--- config.mk ---
export PLATFORM = sky130hd
export DESIGN_NAME = lpp_ctrl
export DESIGN_NICKNAME = d
export VERILOG_FILES = /design/src/lpp_pkg.sv /design/src/lpp_sat_cnt.sv /design/src/lpp_retry.sv /design/src/lpp_ctrl.sv
export SDC_FILE = /design/constraint.sdc
export NUM_CORES = 1
export LEC_CHECK = 0
export ABC_AREA = 1
export BUFFER_PORTS_ARGS = -buffer_cell sky130_fd_sc_hd__buf_4
export CORE_MARGIN = 4
export CORE_UTILIZATION = 59
export CTS_BUF_LIST = sky130_fd_sc_hd__clkbuf_4 sky130_fd_sc_hd__clkbuf_8 sky130_fd_sc_hd__clkbuf_16
export DETAILED_ROUTE_END_ITERATION = 7
export GPL_TIMING_DRIVEN = 0
export PLACE_DENSITY = 0.8
export SLEW_MARGIN = 20
export SYNTH_ARGS = -nofsm -noshare
export SYNTH_HDL_FRONTEND = slang
export SYNTH_HIERARCHICAL = 1
export SYNTH_SLANG_ARGS = --single-unit
--- constraint.sdc ---
create_clock -name i_clk -period 1.9 [get_ports i_clk]
set_input_delay 0.19 -clock i_clk [delete_from_list [all_inputs] [get_ports i_clk]]
set_output_delay 0.19 -clock i_clk [all_outputs]
set_load 0.05 [all_outputs]
--- src/lpp_pkg.sv ---
package lpp_pkg;
  // Clock and timing figures
  localparam int CLK_NS = 25;
  localparam int IRC_NS = 1000;
  localparam int RETRY_BUS = 2;
  localparam int RETRY_CYC = (IRC_NS + CLK_NS - 1) / CLK_NS + RETRY_BUS;
  localparam int DT_LIMIT_US = 600;
  localparam int DT_LIMIT_CYC = DT_LIMIT_US * 1000 / CLK_NS;
  localparam int OC_MASK_NS = 2000;
  localparam int OC_MASK_CYC = (OC_MASK_NS + CLK_NS - 1) / CLK_NS;
  localparam int BIT_TIME_NS = 50000;
  localparam int BIT_CYC = (BIT_TIME_NS + CLK_NS - 1) / CLK_NS;
  localparam int CW = 20;
  localparam int ADDR_W = 5;
  // Register indices, byte address is four times the index
  localparam logic [2:0] IDX_DRIVE = 3'h0;
  localparam logic [2:0] IDX_CTRL = 3'h1;
  localparam logic [2:0] IDX_TEST_A = 3'h2;
  localparam logic [2:0] IDX_SLEW = 3'h3;
  localparam logic [2:0] IDX_TEST_B = 3'h4;
  localparam logic [2:0] IDX_STATUS = 3'h5;
  localparam logic [2:0] IDX_IRQ_EN = 3'h6;
  localparam logic [2:0] IDX_FLAGS = 3'h7;
  // Field positions
  localparam int DRV_TX_B = 1;
  localparam int DRV_RX_B = 0;
  localparam int CTL_SRC_B = 7;
  localparam int CTL_EN_B = 3;
  localparam int CTL_RXO_B = 2;
  localparam int CTL_WUE_B = 1;
  localparam int CTL_PUE_B = 0;
  localparam int SLW_DIS_B = 7;
  localparam int STS_DT_B = 7;
  localparam int DT_B = 7;
  localparam int OC_B = 6;
  localparam logic [7:0] TEST_RST = 8'h00;
  typedef enum logic [1:0] {
    SLOPE_NORMAL = 2'h0,
    SLOPE_SLOW = 2'h1,
    SLOPE_FAST = 2'h2
  } lpp_slope_e;
  typedef enum logic [1:0] {
    RT_IDLE = 2'h1,
    RT_WAIT = 2'h2
  } lpp_rt_e;
  typedef struct packed {
    logic psel;
    logic penable;
    logic pwrite;
    logic [ADDR_W-1:0] paddr;
    logic [31:0] pwdata;
  } lpp_apb_s;
endpackage : lpp_pkg

--- src/lpp_sat_cnt.sv ---
`timescale 1ns/1ps
module lpp_sat_cnt
  import lpp_pkg::*;
#(
  parameter logic [CW-1:0] LIMIT = 20'h00001
) (
  input wire logic i_clk,
  input wire logic i_srst,
  input wire logic i_run,
  output logic o_done
);
  logic [CW-1:0] cnt;

  // Counts while running, holds at the limit, restarts when idle
  always_ff @(posedge i_clk) begin
    if (i_srst || !i_run) begin
      cnt <= '0;
    end else if (cnt != LIMIT) begin
      cnt <= cnt + 20'h00001;
    end
  end

  assign o_done = i_run && (cnt == LIMIT);
endmodule : lpp_sat_cnt

--- src/lpp_retry.sv ---
`timescale 1ns/1ps
module lpp_retry
  import lpp_pkg::*;
(
  input wire logic i_clk,
  input wire logic i_srst,
  input wire logic i_start,
  output logic o_fire
);
  localparam logic [7:0] LAST = 8'(RETRY_CYC - 1);
  lpp_rt_e state;
  logic [7:0] cnt;

  // Waits a fixed delay after a failed re-enable, then fires once
  always_ff @(posedge i_clk) begin
    if (i_srst) begin
      state <= RT_IDLE;
      cnt <= 8'h00;
    end else begin
      case (state)
        RT_IDLE: begin
          cnt <= 8'h00;
          if (i_start) begin
            state <= RT_WAIT;
          end
        end
        RT_WAIT: begin
          cnt <= cnt + 8'h01;
          if (cnt == LAST) begin
            state <= RT_IDLE;
          end
        end
        default: begin
          state <= RT_IDLE;
        end
      endcase
    end
  end

  assign o_fire = (state == RT_WAIT) && (cnt == LAST);
endmodule : lpp_retry

--- src/lpp_ctrl.sv ---
`timescale 1ns/1ps
module lpp_ctrl
  import lpp_pkg::*;
#(
  parameter int DT_LIMIT_CYC_P = DT_LIMIT_CYC
) (
  input wire logic i_clk,
  input wire logic i_srst,
  input wire lpp_apb_s i_apb,
  input wire logic i_special_mode,
  input wire logic i_sci_txd,
  input wire logic i_bus_rx,
  input wire logic i_overcurrent,
  output logic [31:0] o_prdata,
  output logic o_pready,
  output logic o_pslverr,
  output logic o_tx_drive,
  output logic o_tx_enabled,
  output logic [1:0] o_slope_select,
  output logic o_pullup_strong,
  output logic o_rx_out,
  output logic o_irq
);
  localparam int RT_D = RETRY_CYC;
  localparam int RT_E = RETRY_CYC - 1;

  // Register contents
  logic direct_drive_reg, tx_src_sel, phy_enable, receive_only_sel, wake_en, pullup_en, dom_timeout_flag;
  logic [7:0] factory_test_a, factory_test_b;
  logic dom_timeout_disable, stuck_dominant_status, dom_timeout_irq_en, overcurrent_irq_en, overcurrent_flag;
  logic [1:0] slope_select;
  // Protection state
  logic dt_off, oc_off, dt_done, dt_done_q, mask_done, quiet_ok, dt_fire, oc_fire;

  // Bus decode
  logic acc, misalign;
  logic [2:0] idx;
  logic [7:0] wd, rd_mux;

  assign idx = i_apb.paddr[4:2];
  assign misalign = i_apb.paddr[1:0] != 2'h0;
  assign wd = i_apb.pwdata[7:0];
  // A transfer completes at the edge where pready is high
  assign acc = i_apb.psel && i_apb.penable && o_pready;

  // Write accepted this edge to one register index
  function automatic logic wr_to(input logic [2:0] ix);
    wr_to = acc && i_apb.pwrite && !misalign && (idx == ix);
  endfunction : wr_to

  // Transmit input and operating mode
  logic phy_tx_in, tx_dom, normal;
  assign phy_tx_in = tx_src_sel ? direct_drive_reg : i_sci_txd;
  assign tx_dom = !phy_tx_in;
  assign normal = phy_enable && !receive_only_sel;

  // Fault events and clears
  logic dt_hit, oc_hit, dt_clr, oc_clr, dt_ok, oc_ok;
  assign dt_hit = dt_done && !dt_done_q;
  // Over-current only counts after the masking window from the falling edge
  assign oc_hit = i_overcurrent && normal && tx_dom && mask_done && !oc_off;
  // A clear acts only on a flag that is set
  assign dt_clr = wr_to(IDX_FLAGS) && wd[DT_B] && dom_timeout_flag;
  assign oc_clr = wr_to(IDX_FLAGS) && wd[OC_B] && overcurrent_flag;
  assign dt_ok = !stuck_dominant_status && quiet_ok;
  assign oc_ok = !i_overcurrent && quiet_ok;

  // Timers: dominant limit, over-current mask, recessive quiet time
  lpp_sat_cnt #(
    .LIMIT(CW'(DT_LIMIT_CYC_P))
  ) u_dt_cnt (
    .i_clk(i_clk),
    .i_srst(i_srst),
    .i_run(normal && tx_dom && !dom_timeout_disable),
    .o_done(dt_done)
  );

  lpp_sat_cnt #(
    .LIMIT(CW'(OC_MASK_CYC))
  ) u_oc_mask (
    .i_clk(i_clk),
    .i_srst(i_srst),
    .i_run(normal && tx_dom),
    .o_done(mask_done)
  );

  lpp_sat_cnt #(
    .LIMIT(CW'(BIT_CYC))
  ) u_quiet (
    .i_clk(i_clk),
    .i_srst(i_srst),
    .i_run(phy_tx_in || !normal),
    .o_done(quiet_ok)
  );

  // Failed re-enable delays, one per fault kind
  lpp_retry u_dt_retry (
    .i_clk(i_clk),
    .i_srst(i_srst),
    .i_start(dt_clr && !dt_ok),
    .o_fire(dt_fire)
  );

  lpp_retry u_oc_retry (
    .i_clk(i_clk),
    .i_srst(i_srst),
    .i_start(oc_clr && !oc_ok),
    .o_fire(oc_fire)
  );

  // APB answer: one wait state, data and error with pready
  always_ff @(posedge i_clk) begin
    if (i_srst) begin
      o_pready <= 1'h0;
      o_prdata <= 32'h00000000;
      o_pslverr <= 1'h0;
    end else begin
      o_pready <= i_apb.psel && i_apb.penable && !o_pready;
      if (i_apb.psel && i_apb.penable && !o_pready) begin
        o_prdata <= misalign ? 32'h00000000 : {24'h000000, rd_mux};
        o_pslverr <= misalign;
      end
    end
  end

  // Read multiplexer; the status register has no write path
  always_comb begin
    rd_mux = 8'h00;
    case (idx)
      IDX_DRIVE: begin
        rd_mux[DRV_TX_B] = direct_drive_reg;
        rd_mux[DRV_RX_B] = o_rx_out;
      end
      IDX_CTRL: begin
        rd_mux[CTL_SRC_B] = tx_src_sel;
        rd_mux[CTL_EN_B] = phy_enable;
        rd_mux[CTL_RXO_B] = receive_only_sel;
        rd_mux[CTL_WUE_B] = wake_en;
        rd_mux[CTL_PUE_B] = pullup_en;
      end
      IDX_TEST_A: rd_mux = factory_test_a;
      IDX_SLEW: begin
        rd_mux[SLW_DIS_B] = dom_timeout_disable;
        rd_mux[1:0] = slope_select;
      end
      IDX_TEST_B: rd_mux = factory_test_b;
      IDX_STATUS: rd_mux[STS_DT_B] = stuck_dominant_status;
      IDX_IRQ_EN: begin
        rd_mux[DT_B] = dom_timeout_irq_en;
        rd_mux[OC_B] = overcurrent_irq_en;
      end
      IDX_FLAGS: begin
        rd_mux[DT_B] = dom_timeout_flag;
        rd_mux[OC_B] = overcurrent_flag;
      end
      default: rd_mux = 8'h00;
    endcase
  end

  // Direct drive and control bits, writable any time
  always_ff @(posedge i_clk) begin
    if (i_srst) begin
      direct_drive_reg <= 1'h1;
      tx_src_sel <= 1'h0;
      phy_enable <= 1'h0;
      receive_only_sel <= 1'h0;
      wake_en <= 1'h0;
      pullup_en <= 1'h0;
    end else begin
      if (wr_to(IDX_DRIVE)) begin
        direct_drive_reg <= wd[DRV_TX_B];
      end
      if (wr_to(IDX_CTRL)) begin
        tx_src_sel <= wd[CTL_SRC_B];
        phy_enable <= wd[CTL_EN_B];
        receive_only_sel <= wd[CTL_RXO_B];
        wake_en <= wd[CTL_WUE_B];
        pullup_en <= wd[CTL_PUE_B];
      end
    end
  end

  // Slew setup is frozen while the link is up, so a frame never sees a slope change
  always_ff @(posedge i_clk) begin
    if (i_srst) begin
      dom_timeout_disable <= 1'h0;
      slope_select <= SLOPE_NORMAL;
    end else if (wr_to(IDX_SLEW) && !phy_enable) begin
      dom_timeout_disable <= wd[SLW_DIS_B];
      slope_select <= wd[1:0];
    end
  end

  // Factory test registers, locked outside special mode
  always_ff @(posedge i_clk) begin
    if (i_srst) begin
      factory_test_a <= TEST_RST;
      factory_test_b <= TEST_RST;
    end else if (i_special_mode) begin
      if (wr_to(IDX_TEST_A)) begin
        factory_test_a <= wd;
      end
      if (wr_to(IDX_TEST_B)) begin
        factory_test_b <= wd;
      end
    end
  end

  // Interrupt enables
  always_ff @(posedge i_clk) begin
    if (i_srst) begin
      dom_timeout_irq_en <= 1'h0;
      overcurrent_irq_en <= 1'h0;
    end else if (wr_to(IDX_IRQ_EN)) begin
      dom_timeout_irq_en <= wd[DT_B];
      overcurrent_irq_en <= wd[OC_B];
    end
  end

  // Stuck-dominant status: set on timeout, dropped once input goes recessive
  always_ff @(posedge i_clk) begin
    if (i_srst) begin
      stuck_dominant_status <= 1'h0;
      dt_done_q <= 1'h0;
    end else begin
      dt_done_q <= dt_done;
      if (dt_hit) begin
        stuck_dominant_status <= 1'h1;
      end else if (phy_tx_in) begin
        stuck_dominant_status <= 1'h0;
      end
    end
  end

  // Dominant-timeout flag and shut-off; a new event wins over a clear
  always_ff @(posedge i_clk) begin
    if (i_srst) begin
      dom_timeout_flag <= 1'h0;
      dt_off <= 1'h0;
    end else begin
      if (dt_hit || dt_fire) begin
        dom_timeout_flag <= 1'h1;
      end else if (dt_clr) begin
        dom_timeout_flag <= 1'h0;
      end
      if (dt_hit) begin
        dt_off <= 1'h1;
      end else if (dt_clr && dt_ok) begin
        dt_off <= 1'h0;
      end
    end
  end

  // Over-current flag and shut-off, same retry scheme
  always_ff @(posedge i_clk) begin
    if (i_srst) begin
      overcurrent_flag <= 1'h0;
      oc_off <= 1'h0;
    end else begin
      if (oc_hit || oc_fire) begin
        overcurrent_flag <= 1'h1;
      end else if (oc_clr) begin
        overcurrent_flag <= 1'h0;
      end
      if (oc_hit) begin
        oc_off <= 1'h1;
      end else if (oc_clr && oc_ok) begin
        oc_off <= 1'h0;
      end
    end
  end

  // Line-side outputs; analog current limit stays outside this block
  always_ff @(posedge i_clk) begin
    if (i_srst) begin
      o_tx_drive <= 1'h0;
      o_tx_enabled <= 1'h0;
      o_slope_select <= SLOPE_NORMAL;
      o_pullup_strong <= 1'h0;
      o_rx_out <= 1'h1;
      o_irq <= 1'h0;
    end else begin
      o_tx_enabled <= normal && !dt_off && !oc_off;
      o_tx_drive <= normal && !dt_off && !oc_off && tx_dom;
      o_slope_select <= slope_select;
      o_pullup_strong <= phy_enable && pullup_en;
      o_rx_out <= i_bus_rx;
      o_irq <= (dom_timeout_flag && dom_timeout_irq_en) || (overcurrent_flag && overcurrent_irq_en);
    end
  end

  property p_slew_lock;
    @(posedge i_clk) disable iff (i_srst)
      (wr_to(IDX_SLEW) && phy_enable) |=> $stable(slope_select) && $stable(dom_timeout_disable);
  endproperty
  a_slew_lock: assert property (p_slew_lock) else $error("slew changed while enabled");

  property p_dt_disabled;
    @(posedge i_clk) disable iff (i_srst)
      (dom_timeout_disable && !dt_fire && !dt_done_q) |-> !dt_hit ##1 !$rose(dom_timeout_flag);
  endproperty
  a_dt_disabled: assert property (p_dt_disabled) else $error("timeout fired while disabled");

  property p_status_ro;
    @(posedge i_clk) disable iff (i_srst)
      (wr_to(IDX_STATUS) && !dt_hit && !phy_tx_in) |=> $stable(stuck_dominant_status);
  endproperty
  a_status_ro: assert property (p_status_ro) else $error("status changed by write");

  property p_stuck_drop;
    @(posedge i_clk) disable iff (i_srst)
      (stuck_dominant_status && phy_tx_in) |=> !stuck_dominant_status;
  endproperty
  a_stuck_drop: assert property (p_stuck_drop) else $error("stuck status not dropped");

  property p_irq_dt;
    @(posedge i_clk) disable iff (i_srst)
      (dom_timeout_flag && dom_timeout_irq_en) |=> o_irq;
  endproperty
  a_irq_dt: assert property (p_irq_dt) else $error("timeout interrupt missing");

  property p_irq_oc;
    @(posedge i_clk) disable iff (i_srst)
      (overcurrent_flag && overcurrent_irq_en) |=> o_irq;
  endproperty
  a_irq_oc: assert property (p_irq_oc) else $error("over-current interrupt missing");

  property p_w1c_zero;
    @(posedge i_clk) disable iff (i_srst)
      (wr_to(IDX_FLAGS) && !wd[DT_B] && dom_timeout_flag) |=> dom_timeout_flag;
  endproperty
  a_w1c_zero: assert property (p_w1c_zero) else $error("zero write cleared flag");

  property p_dt_shut;
    @(posedge i_clk) disable iff (i_srst)
      dt_hit |=> dom_timeout_flag && dt_off ##1 !o_tx_drive && !o_tx_enabled;
  endproperty
  a_dt_shut: assert property (p_dt_shut) else $error("timeout did not shut transmitter");

  property p_dt_retry;
    @(posedge i_clk) disable iff (i_srst)
      (dt_clr && !dt_ok && !dt_hit) |=> (!dom_timeout_flag && dt_off) [*1] ##RT_E !dom_timeout_flag ##1 dom_timeout_flag;
  endproperty
  a_dt_retry: assert property (p_dt_retry) else $error("timeout retry delay wrong");

  property p_oc_shut;
    @(posedge i_clk) disable iff (i_srst)
      oc_hit |=> overcurrent_flag && oc_off ##1 !o_tx_drive;
  endproperty
  a_oc_shut: assert property (p_oc_shut) else $error("over-current did not shut transmitter");

  property p_oc_retry;
    @(posedge i_clk) disable iff (i_srst)
      (oc_clr && !oc_ok && !oc_hit) |=> ##RT_D overcurrent_flag && oc_off;
  endproperty
  a_oc_retry: assert property (p_oc_retry) else $error("over-current retry delay wrong");

  property p_oc_mask;
    @(posedge i_clk) disable iff (i_srst)
      (!mask_done && !oc_fire && !overcurrent_flag) |=> !overcurrent_flag;
  endproperty
  a_oc_mask: assert property (p_oc_mask) else $error("masked over-current reported");

  property p_receive_only_sel_watch;
    @(posedge i_clk) disable iff (i_srst)
      !normal |-> !dt_done && !mask_done;
  endproperty
  a_receive_only_sel_watch: assert property (p_receive_only_sel_watch) else $error("timeout watched outside normal mode");
endmodule : lpp_ctrl

==> metrics.txt, run 1 <==
multi-input combinational cell area ~3800 µm²; Synth top area share around 37%; Post-Synth XOR/XNOR Area less than 1%; Layout area overhead 18.4%; worst-path fanout max 4; crit share post-route a little over nine tenths; Root Driver clkbuf_16; Compound-Gate Fraction of Synth Area 13.0%; Simple-Gate Fraction of Synth Area a little over a third; CTS tree yes; crit-path most repeated cell nand2_1; All-Layer GR Usage roughly a quarter; multiplexer share of the synthesized area 0%; initial antenna violation count 0; WL/cell around 12 µm; Bufs and invs on worst path 4; row count 39; Final Critical Period 1.81 ns; Power Dens Cells 780 nW/µm²; cell area after synthesis 7040 µm²; clock sinks 130; Diodes inserted 0; vias post-DR approximately 6600; IO buf count 35; fin nets 1174; final core occ 72.1%; pre-CTS setup slack -0.117 ns; Congestion Overflow GR 0; Largest regs u_dt_cnt/cnt x20, u_oc_mask/cnt x20, u_quiet/cnt x20; cell count after synthesis 1027; starting density of the core roughly three fifths; sequential cell area 2610 µm²; Die H roughly 120 µm; Crit-path slowest cell dfxtp_4; Top Family by Delay on Critical Path simple AND/OR/NAND/NOR gates; Initial DRT Pass Iterations 5; Req. time, crit path between 2 and 2.5 ns; total CTS buffers 17; Arrival @ worst endpoint around 2.1 ns; CTS Buffer Depth 2; largest net degree at the start of global routing 17; dpl cells between 1000 and 1500; Final setup viols 0; leakage power roughly 3.3 nW; total power approximately 0.0065 W; Finished Layout Cells 1270; Layout fillers 975; clk slew on worst S/H paths about 0.060 ns; status completed; IO Count 87; max-cap viol count 0; Clk Latency, worst-skew pair approximately 0.43 ns; Vias/cell approximately 5.2; Mean Syn Cell Area between 6 and 7 µm²; CP max stage delay roughly 0.36 ns; R2R Setup Slk about 0.091 ns; crit-path cells inv_4, ha_4, inv_1, nor2_1, nand2_1, nor2_4, nand3_2, nor2_2, inv_2, nor2_4, nor2_2, inv_1, nand2_1, nand2_1, nand2_1, nand2_1, nand2_1; share of layout cells above drive strength 1 between 10% and 20%; DR DRC count 0; Startpoint Class flip-flop; maximum VDD drop roughly 0.00065 V; minimum hold slack between 0.02 and 0.025 ns; hpwl dp 11300 µm; DIE WIDTH ~120 µm; htree depth 4; largest area contributor in the netlist dfxtp_1; core area 11600 µm²; Iter 0 DRT Violations approximately 360; Antenna Nets Post-Route 0; critical path class flip-flop to flip-flop; Layout Skew about 0.0084 ns; final worst setup slack 0.0906 ns; vias in the first global route about 5700; placer congestion estimate between 0.9 and 1; fmax around 550 MHz; actual slew at the worst max-slew pin between 0.5 and 0.6 ns; combinational family with the most area after synthesis simple AND/OR/NAND/NOR gates; Final Hold Vio Count 0; Pins Over Slew Limit 0; Die ar. between 10000 and 15000 µm²; Hold WC Path Type primary input to flip-flop; part of the Yosys area used for sequential elements a little under two fifths; ranking of synthesized cells by area dfxtp_1 (37%), nand2_1 (12%), nor2_1 (8.8%); synth unique cells 39; Synth Area in Adders under 10%; first-pass GRT wire length 25700 µm; Yosys warnings 6; Rel. slew slack between 60 and 70%; Post-Route WL approximately 16000 µm; Worst setup EP type flip-flop; FF+latch count, synth 130
-- final timing paths --
check	startpoint	end	depth (start not counted)
setup reg to reg	u_quiet/cnt[0]$_SDFFE_PP0P_	u_oc_retry/state[0]$_SDFFE_PP1P_	17
hold / removal	i_apb[0]	factory_test_a[0]$_SDFFE_PP0P_	3
hold reg to reg	pullup_en$_SDFFE_PP0P_	o_pullup_strong$_SDFF_PP0_	2
setup / recovery	u_quiet/cnt[0]$_SDFFE_PP0P_	u_oc_retry/state[0]$_SDFFE_PP1P_	17
-- cell families after synthesis --
| family | count (synthesis) |
|---|---|
| flops | 130 |
| compound gates | 164 |
| simple gates | 544 |
| buf+inv | 172 |
| fa+ha+maj | 14 |
| xor+xnor | 2 |
| other cells | 1 |
-- synthesized netlist by cell type, drive strengths merged --
library cell,instances
nand2,236
nor2,204
inv,131
dfxtp,130
a21oi,85
o21ai,69
nand3,64
buf,32
nand4,20
nor3,15
ha,14
clkbuf,5
clkinv,4
nand3b,4
o21a,4
a211oi,2
a31oi,2
o211a,2
conb,1
or2,1
xnor2,1
xor2,1
-- timing repair --
action	CTS	global route
gates resized for setup	2	23
buffers inserted	1	6
endpoints found under the setup margin	4	21
pin swaps	0	11
hold buffers	3	0
endpoints found under the hold margin	4	0
-- power breakdown --
group | leakage [nW] | switching, W | total [W] | internal (W)
Clock | 0.305 | 0.00118 | 0.00338 | 0.00220
Combinational | 1.91 | 0.000252 | 0.000367 | 0.000115
Sequential | 1.05 | 0.00000988 | 0.00275 | 0.00274
-- per-layer routing --
layer	vias up	GRT usage [%]	share of wire, %
li1	3413	-	-
met1	2948	29.8	44
met2	186	39.0	48
met3	30	6.94	5.8
met4	0	7.42	1.8
met5	-	0	0
-- cells in the final DEF (no fill, tap or decap), types with 3 or more instances in the layout --
master,netlist,layout
nand2_1,216,216
nor2_1,165,156
dfxtp_1,130,128
inv_1,118,115
a21oi_1,76,75
buf_4,25,68
nand3_1,61,61
o21ai_0,44,44
nor2_2,22,28
conb_1,1,24
o21ai_1,22,22
nand4_1,20,20
nor2_4,15,18
nand2_2,18,18
clkbuf_16,0,17
inv_2,13,16
ha_1,14,13
nor3_1,10,10
a21oi_2,7,8
buf_6,5,5
clkinv_2,0,5
clkbuf_8,1,5
nand3b_1,4,4
o21a_1,4,4
clkinv_1,4,3
clkbuf_4,2,3
o21ai_2,3,3
nand3_2,3,3
nor3_4,3,3
bufinv_16,0,3
dlygate4sd3_1,0,3
-- metrics by stage --
stage / area [µm²] / setup TNS (ns)
finish: 8330 / 0
CTS: 8230 / 0
global placement: 7570 / -0.282
detailed placement: 7570 / -0.373
global route: 8330 / -0.189
floorplan: 7130 / 0
-- final cells by class --
type	count	share of cell area, %
clock buffer	22	5.85
inverter	135	6.11
clock inverter	10	1.56
timing repair buffer	45	4.14
multi-input combinational	748	45.4
sequential	130	31.3
tap	143	2.15
buffer	37	3.51
-- worst register-to-register path, stage by stage (launching register included) --
cell and delay [ns]:
dfxtp_4 0.36, inv_4 0.07, ha_4 0.12, inv_1 0.04, nor2_1 0.09, nand2_1 0.09, nor2_4 0.12, nand3_2 0.12
nor2_2 0.14, inv_2 0.07, nor2_4 0.13, nor2_2 0.05, inv_1 0.04, nand2_1 0.04, nand2_1 0.07, nand2_1 0.05
nand2_1 0.05, nand2_1 0.04
No activity file was read; power rests on OpenSTA's default activity.
==> run 2: changes to the inputs <==
--- a/config.mk
+++ b/config.mk
@@ -7,7 +7,7 @@
 export LEC_CHECK = 0
 export ABC_AREA = 1
 export BUFFER_PORTS_ARGS = -buffer_cell sky130_fd_sc_hd__buf_4
-export CORE_MARGIN = 4
+export CORE_MARGIN = 2
 export CORE_UTILIZATION = 59
 export CTS_BUF_LIST = sky130_fd_sc_hd__clkbuf_4 sky130_fd_sc_hd__clkbuf_8 sky130_fd_sc_hd__clkbuf_16
 export DETAILED_ROUTE_END_ITERATION = 7
==> run 2 against run 1 <==
Effect of this change: the flow now finishes with violations (DRC); highest routed layer unchanged; clock power decreased by 2%; global-route usage increased by 2.0 points; routed wire length decreased by 1.8%; clock skew decreased by 0.0032 ns; first-iteration DRC count increased by 13%; largest power group unchanged; critical path type unchanged.
==> metrics.txt, run 2 (synthesized netlist as in run 1, its figures left out) <==
status complete, but fails checks; failing checks DRC; largest net degree at the start of global routing 17; Vias/cell just over 5; share of layout cells above drive strength 1 slightly below 20%; clk slew on worst S/H paths about 0.060 ns; pre-CTS setup slack -0.110 ns; Req. time, crit path ~2.2 ns; total CTS buffers 17; commonest non-fill, non-tap cell in the layout nand2_1; critical path class flip-flop to flip-flop; Arrival @ worst endpoint approximately 2.1 ns; starting density of the core between 60% and 70%; Final Hold Vio Count 0; first-pass GRT wire length roughly 27000 µm; IO buf count 35; Diodes inserted 0; RSZ-0062 raised after global routing true; Final setup viols 0; Die H around 110 µm; Largest regs u_dt_cnt/cnt x20, u_oc_mask/cnt x20, u_quiet/cnt x20; Worst setup EP type flip-flop; core area between 10000 and 15000 µm²; initial antenna violation count 0; Root Driver clkbuf_16; Die ar. ~13000 µm²; clock sinks 130; Final Critical Period ~1.8 ns; final core occ roughly 72%; Hold WC Path Type primary input to flip-flop; Hold Crit Start i_apb[3]; DR DRC count 8; WL/cell ~12 µm; crit share post-route between 90 and 100%; Startpoint Class flip-flop; IO Count between 80 and 90; Post-Route WL between 15000 and 20000 µm; Layout Skew ~0.0051 ns; worst-path fanout max 5; crit path from u_quiet/cnt[1]$_SDFFE_PP0P_; hpwl dp roughly 11000 µm; max-cap viol count 0; CTS tree yes; vias in the first global route 5907; fin nets between 1000 and 1500; post-placement cell area ~7600 µm²; final worst setup slack 0.0987 ns; commonest cells after routing, fill and taps aside nand2_1 (215), nor2_1 (153), dfxtp_1 (128), inv_1 (114), a21oi_1 (76); Pins Over Slew Limit 0; Congestion Overflow GR 0; leakage power 3.24 nW; Clk Latency, worst-skew pair 0.42 ns; Initial DRT Pass Iterations 7; Iter 0 DRT Violations 400; placer congestion estimate approximately 0.9; Power Dens Cells between 700 and 800 nW/µm²; post-layout instance area 8330 µm²; launch point of the worst reg-to-reg path u_quiet/cnt[1]$_SDFFE_PP0P_; vias post-DR 6523; fmax 555 MHz; CTS Buffer Depth 2; maximum VDD drop 0.000618 V; Antenna Nets Post-Route 0; htree depth 4; DIE WIDTH around 110 µm; Layout area overhead 18.4%; row count 39; All-Layer GR Usage between 20 and 30%
run 2: cell type report:
class,count,area (µm²)
repair buffers,43,330
flip-flops and latches,130,2610
fillers,969,3180
plain buffers,37,293
inverters,135,526
clock buffers,19,447
clock inverters,13,161
well taps,143,179
multi-input cells,748,3790
run 2: path summary, 6_finish.rpt:
| check | depth (start not counted) | slack (ns) | endpoint |
|---|---|---|---|
| worst max register to register | 17 | 0.1 | u_dt_retry/state[0]$_SDFFE_PP1P_ |
| worst min-delay path | 3 | 0.03 | factory_test_a[3]$_SDFFE_PP0P_ |
| worst min register to register | 2 | 0.46 | o_prdata[2]$_SDFFE_PP0P_ |
| worst max-delay path | 17 | 0.1 | u_dt_retry/state[0]$_SDFFE_PP1P_ |
run 2: layer usage:
metal	vias to the layer above	wire [µm]	track usage, %
met4	0	359	9.51
li1	3401	-	-
met5	-	0	0
met3	34	789	6.21
met1	2939	7120	33.1
met2	149	7270	41.8
run 2: what timing repair did:
action	4_1_cts	5_1_grt
setup buffers	1	4
hold buffers	3	0
pin swaps	1	9
hold endpoints to repair	4	0
setup endpoints to repair	6	27
gates resized for setup	3	29
run 2: per-stage QoR:
stage / std cells / hold WS (ns) / total power [W] / TNS, ns
6_report: 1268 / 0.0325 / 0.00642 / 0
3_5_place_dp: 1228 / 0.379 / 0.00314 / -0.392
3_3_place_gp: 1228 / 0.376 / 0.00314 / -0.188
2_1_floorplan: 1050 / 0.259 / 0.00306 / 0
4_1_cts: 1264 / 0.0176 / 0.00645 / 0
5_1_grt: 1268 / 0.0215 / 0.00664 / -0.139
run 2: report_power, final:
| part | internal [W] | switching (W) |
|---|---|---|
| Clock | 0.00211 | 0.00120 |
| Sequential | 0.00274 | 0.0000110 |
| Combinational | 0.000119 | 0.000252 |
| Total | 0.00496 | 0.00146 |
run 2: worst max-delay path, cell delays in order (launching register included):
cell	delay, ns
dfxtp_4	0.36
inv_4	0.07
ha_4	0.12
inv_2	0.04
nor2_4	0.10
nand2_2	0.07
nor2_4	0.14
nand3_2	0.13
nor2_2	0.14
inv_2	0.06
nor2_2	0.11
nor2_2	0.06
inv_1	0.05
nand2_1	0.04
nand2_1	0.07
nand2_1	0.05
nand2_1	0.05
nand2_1	0.04
==> run 3: changes to the inputs <==
--- a/config.mk
+++ b/config.mk
@@ -5,14 +5,13 @@
 export SDC_FILE = /design/constraint.sdc
 export NUM_CORES = 1
 export LEC_CHECK = 0
-export ABC_AREA = 1
 export BUFFER_PORTS_ARGS = -buffer_cell sky130_fd_sc_hd__buf_4
 export CORE_MARGIN = 2
-export CORE_UTILIZATION = 59
+export CORE_UTILIZATION = 58
 export CTS_BUF_LIST = sky130_fd_sc_hd__clkbuf_4 sky130_fd_sc_hd__clkbuf_8 sky130_fd_sc_hd__clkbuf_16
 export DETAILED_ROUTE_END_ITERATION = 7
 export GPL_TIMING_DRIVEN = 0
-export PLACE_DENSITY = 0.8
+export PLACE_DENSITY = 0.79
 export SLEW_MARGIN = 20
 export SYNTH_ARGS = -nofsm -noshare
 export SYNTH_HDL_FRONTEND = slang
==> run 3 against run 2 <==
Effect of this change: the run now ends clean; setup slack worse by 0.084 ns; sequential share of layout area grew 1.6 points; maximum frequency fell by 4.5%; critical path depth fell by 10; sequential power about the same; die area down 6.7%; design area fell by 4.1%; synthesized area shrank 8.5%; largest power group unchanged; routed wire length fell by 4.0%; register-to-register slack got worse by 0.08 ns; sequential cell count stayed put.
==> metrics.txt, run 3 <==
clk slew on worst S/H paths about 0.06 ns; Initial DRT Pass Iterations 5; Finished Layout Cells roughly 960; CTS Buffer Depth 2; crit share post-route between 90 and 100%; FF+latch count, synth 130; Mean Syn Cell Area 9.02 µm²; Startpoint Class flip-flop; Die ar. 12000 µm²; DR DRC count 0; ranking of synthesized cells by area dfxtp_1 (40%), nor2_1 (5.7%), mux2i_1 (4.7%); Post-Synth XOR/XNOR Area approximately 5.6%; dpl cells 913; part of the Yosys area used for sequential elements between 40% and 50%; Vias/cell slightly below 6; WL/cell about 16 µm; worst-path fanout max 4; Synth top area share between 40 and 50%; Diodes inserted 0; largest net degree at the start of global routing 17; EDFF count, synth 0; IO Count 87; clock sinks 130; Rel. slew slack 44.3%; max-cap viol count 0; htree depth 4; Final setup viols 0; Root Driver clkbuf_8; total CTS buffers 17; Congestion Overflow GR 0; FFs w/ async S/R, synth 0%; Layout area overhead 24.0%; initial antenna violation count 0; share of layout cells above drive strength 1 a little under a quarter; DIE WIDTH roughly 110 µm; actual slew at the worst max-slew pin approximately 0.83 ns; Die H 109 µm; Pins Over Slew Limit 0; Post-Route WL around 15000 µm; Antenna Nets Post-Route 0; cell count after synthesis a little over 700; combinational family with the most area after synthesis simple AND/OR/NAND/NOR gates; sequential cell area approximately 2600 µm²; vias post-DR about 5600; Largest regs u_dt_cnt/cnt x20, u_oc_mask/cnt x20, u_quiet/cnt x20; Power Dens Cells around 780 nW/µm²; placer congestion estimate around 0.86; post-layout instance area around 8000 µm²; Worst setup EP type flip-flop; top cells by count, synth dfxtp_1 (130), nor2_1 (97), a21oi_1 (33); All-Layer GR Usage between 20% and 30%; core area 10800 µm²; cell area after synthesis approximately 6400 µm²; critical path class flip-flop to flip-flop; Layout Skew 0.00712 ns; count leader, synth dfxtp_1; Arrival @ worst endpoint 2.30 ns; leakage power 2.96 nW; fmax 530 MHz; Synth Area in Adders approximately 2.7%; maximum VDD drop between 0.0008 and 0.0009 V; Final TNS setup 0 ns; CTS tree yes; Compound-Gate Fraction of Synth Area 9.93%; status completed; starting density of the core 59.4%; vias in the first global route 5309; synth unique cells 82; commonest cells after routing, fill and taps aside dfxtp_1 (116), nor2_1 (95), buf_4 (67), a21oi_1 (32), xnor2_1 (30); RSZ-0062 raised after global routing true; Simple-Gate Fraction of Synth Area between 20% and 30%; largest area contributor in the netlist dfxtp_1; fin nets between 800 and 900; post-placement cell area 6990 µm²; hpwl dp 9940 µm; multiplexer share of the synthesized area under 10%; Final Hold Vio Count 0; Req. time, crit path approximately 2.3 ns; IO buf count 36; Hold WC Path Type primary input to flip-flop; Post-synth top flop dfxtp_1; Clk Latency, worst-skew pair about 0.53 ns; multi-input combinational cell area around 3800 µm²; row count 38; first-pass GRT wire length around 24000 µm; Layout fillers ~750; Iter 0 DRT Violations just under 300; Yosys warnings 6; commonest non-fill, non-tap cell in the layout dfxtp_1; Final Critical Period approximately 1.9 ns
run 3: cell types whose count changed after synthesis, moves of 18 or more:
cell | before | now
nand2_1 | 216 | 28
nor2_1 | 165 | 97
a21oi_1 | 76 | 33
nor2_2 | 22 | 0
nand2_2 | 18 | 0
o21ai_1 | 22 | 3
o21ai_0 | 44 | 24
xnor2_1 | 1 | 30
nor4_1 | 0 | 24
inv_1 | 118 | 30
nand3_1 | 61 | 26
mux2i_1 | 0 | 30
run 3: path summary, 6_finish.rpt:
check	from	end	slack (ns)	cells after the start
max	u_quiet/cnt[1]$_SDFFE_PP0P_	dt_off$_SDFFE_PP0P_	0.01	7
min	i_apb[32]	o_pslverr$_SDFFE_PP0P_	0.04	3
max reg2reg	u_quiet/cnt[1]$_SDFFE_PP0P_	dt_off$_SDFFE_PP0P_	0.01	7
min reg2reg	o_prdata[3]$_SDFFE_PP0P_	o_prdata[3]$_SDFFE_PP0P_	0.46	2
run 3: kinds of logic after synthesis:
family | count (synthesis)
AO/OA/AOI/OAI | 102
XOR/XNOR | 41
adder cells (fa/ha/maj) | 14
buffers and inverters | 76
flip-flops | 130
multiplexers | 34
other | 1
AND/OR/NAND/NOR | 316
run 3: repair_timing:
item                       in CTS  in global routing
gates resized for setup        31                 35
hold endpoints to repair       30                  0
setup buffers                   5                  3
hold buffers                   10                  0
pin swaps                       5                 12
setup endpoints to repair      22                 66
run 3: where the power goes:
group | internal (W) | leakage, nW | switching, W | total (W)
logic | 0.000134 | 1.61 | 0.000246 | 0.000379
clock network | 0.00201 | 0.296 | 0.00114 | 0.00315
registers | 0.00273 | 1.06 | 0.0000121 | 0.00274
total | 0.00488 | 2.96 | 0.00139 | 0.00627
run 3: final cells by class:
class	instances	area share [%]
repair buffers	54	5.43
multi-input cells	531	47.1
plain buffers	43	3.52
clock inverters	4	0.564
inverters	32	1.57
clock buffers	28	6.69
well taps	140	2.19
flip-flops and latches	130	32.9
run 3: worst max-delay path, stage by stage, from the launching register on:
cell	delay (ns)
dfxtp_2	0.34
inv_2	0.07
ha_4	0.12
nor3b_4	0.18
nand4_1	0.16
nor3b_4	0.27
or3b_4	0.41
o221a_4	0.21
run 3: per-stage QoR:
stage	worst slack (ns)	hold slack, ns	total power, W	utilization, %
after floorplan	0.0257	0.262	0.00305	-
final	0.0146	0.0399	0.00627	73.7
after CTS	-0.0178	0.0143	0.00628	72.3
after detailed placement	-0.251	0.385	0.00314	64.4
after global placement	-0.223	0.377	0.00313	64.4
after global routing	-0.0730	0.0610	0.00644	73.7
run 3: routing by layer:
| layer | wire length, µm | global-route usage, % | vias up |
|---|---|---|---|
| met5 | 0 | 0 | - |
| met4 | 297 | 9.86 | 0 |
| met1 | 6440 | 31.2 | 2671 |
| li1 | - | - | 2708 |
| met3 | 878 | 6.28 | 29 |
| met2 | 7310 | 44.7 | 166 |
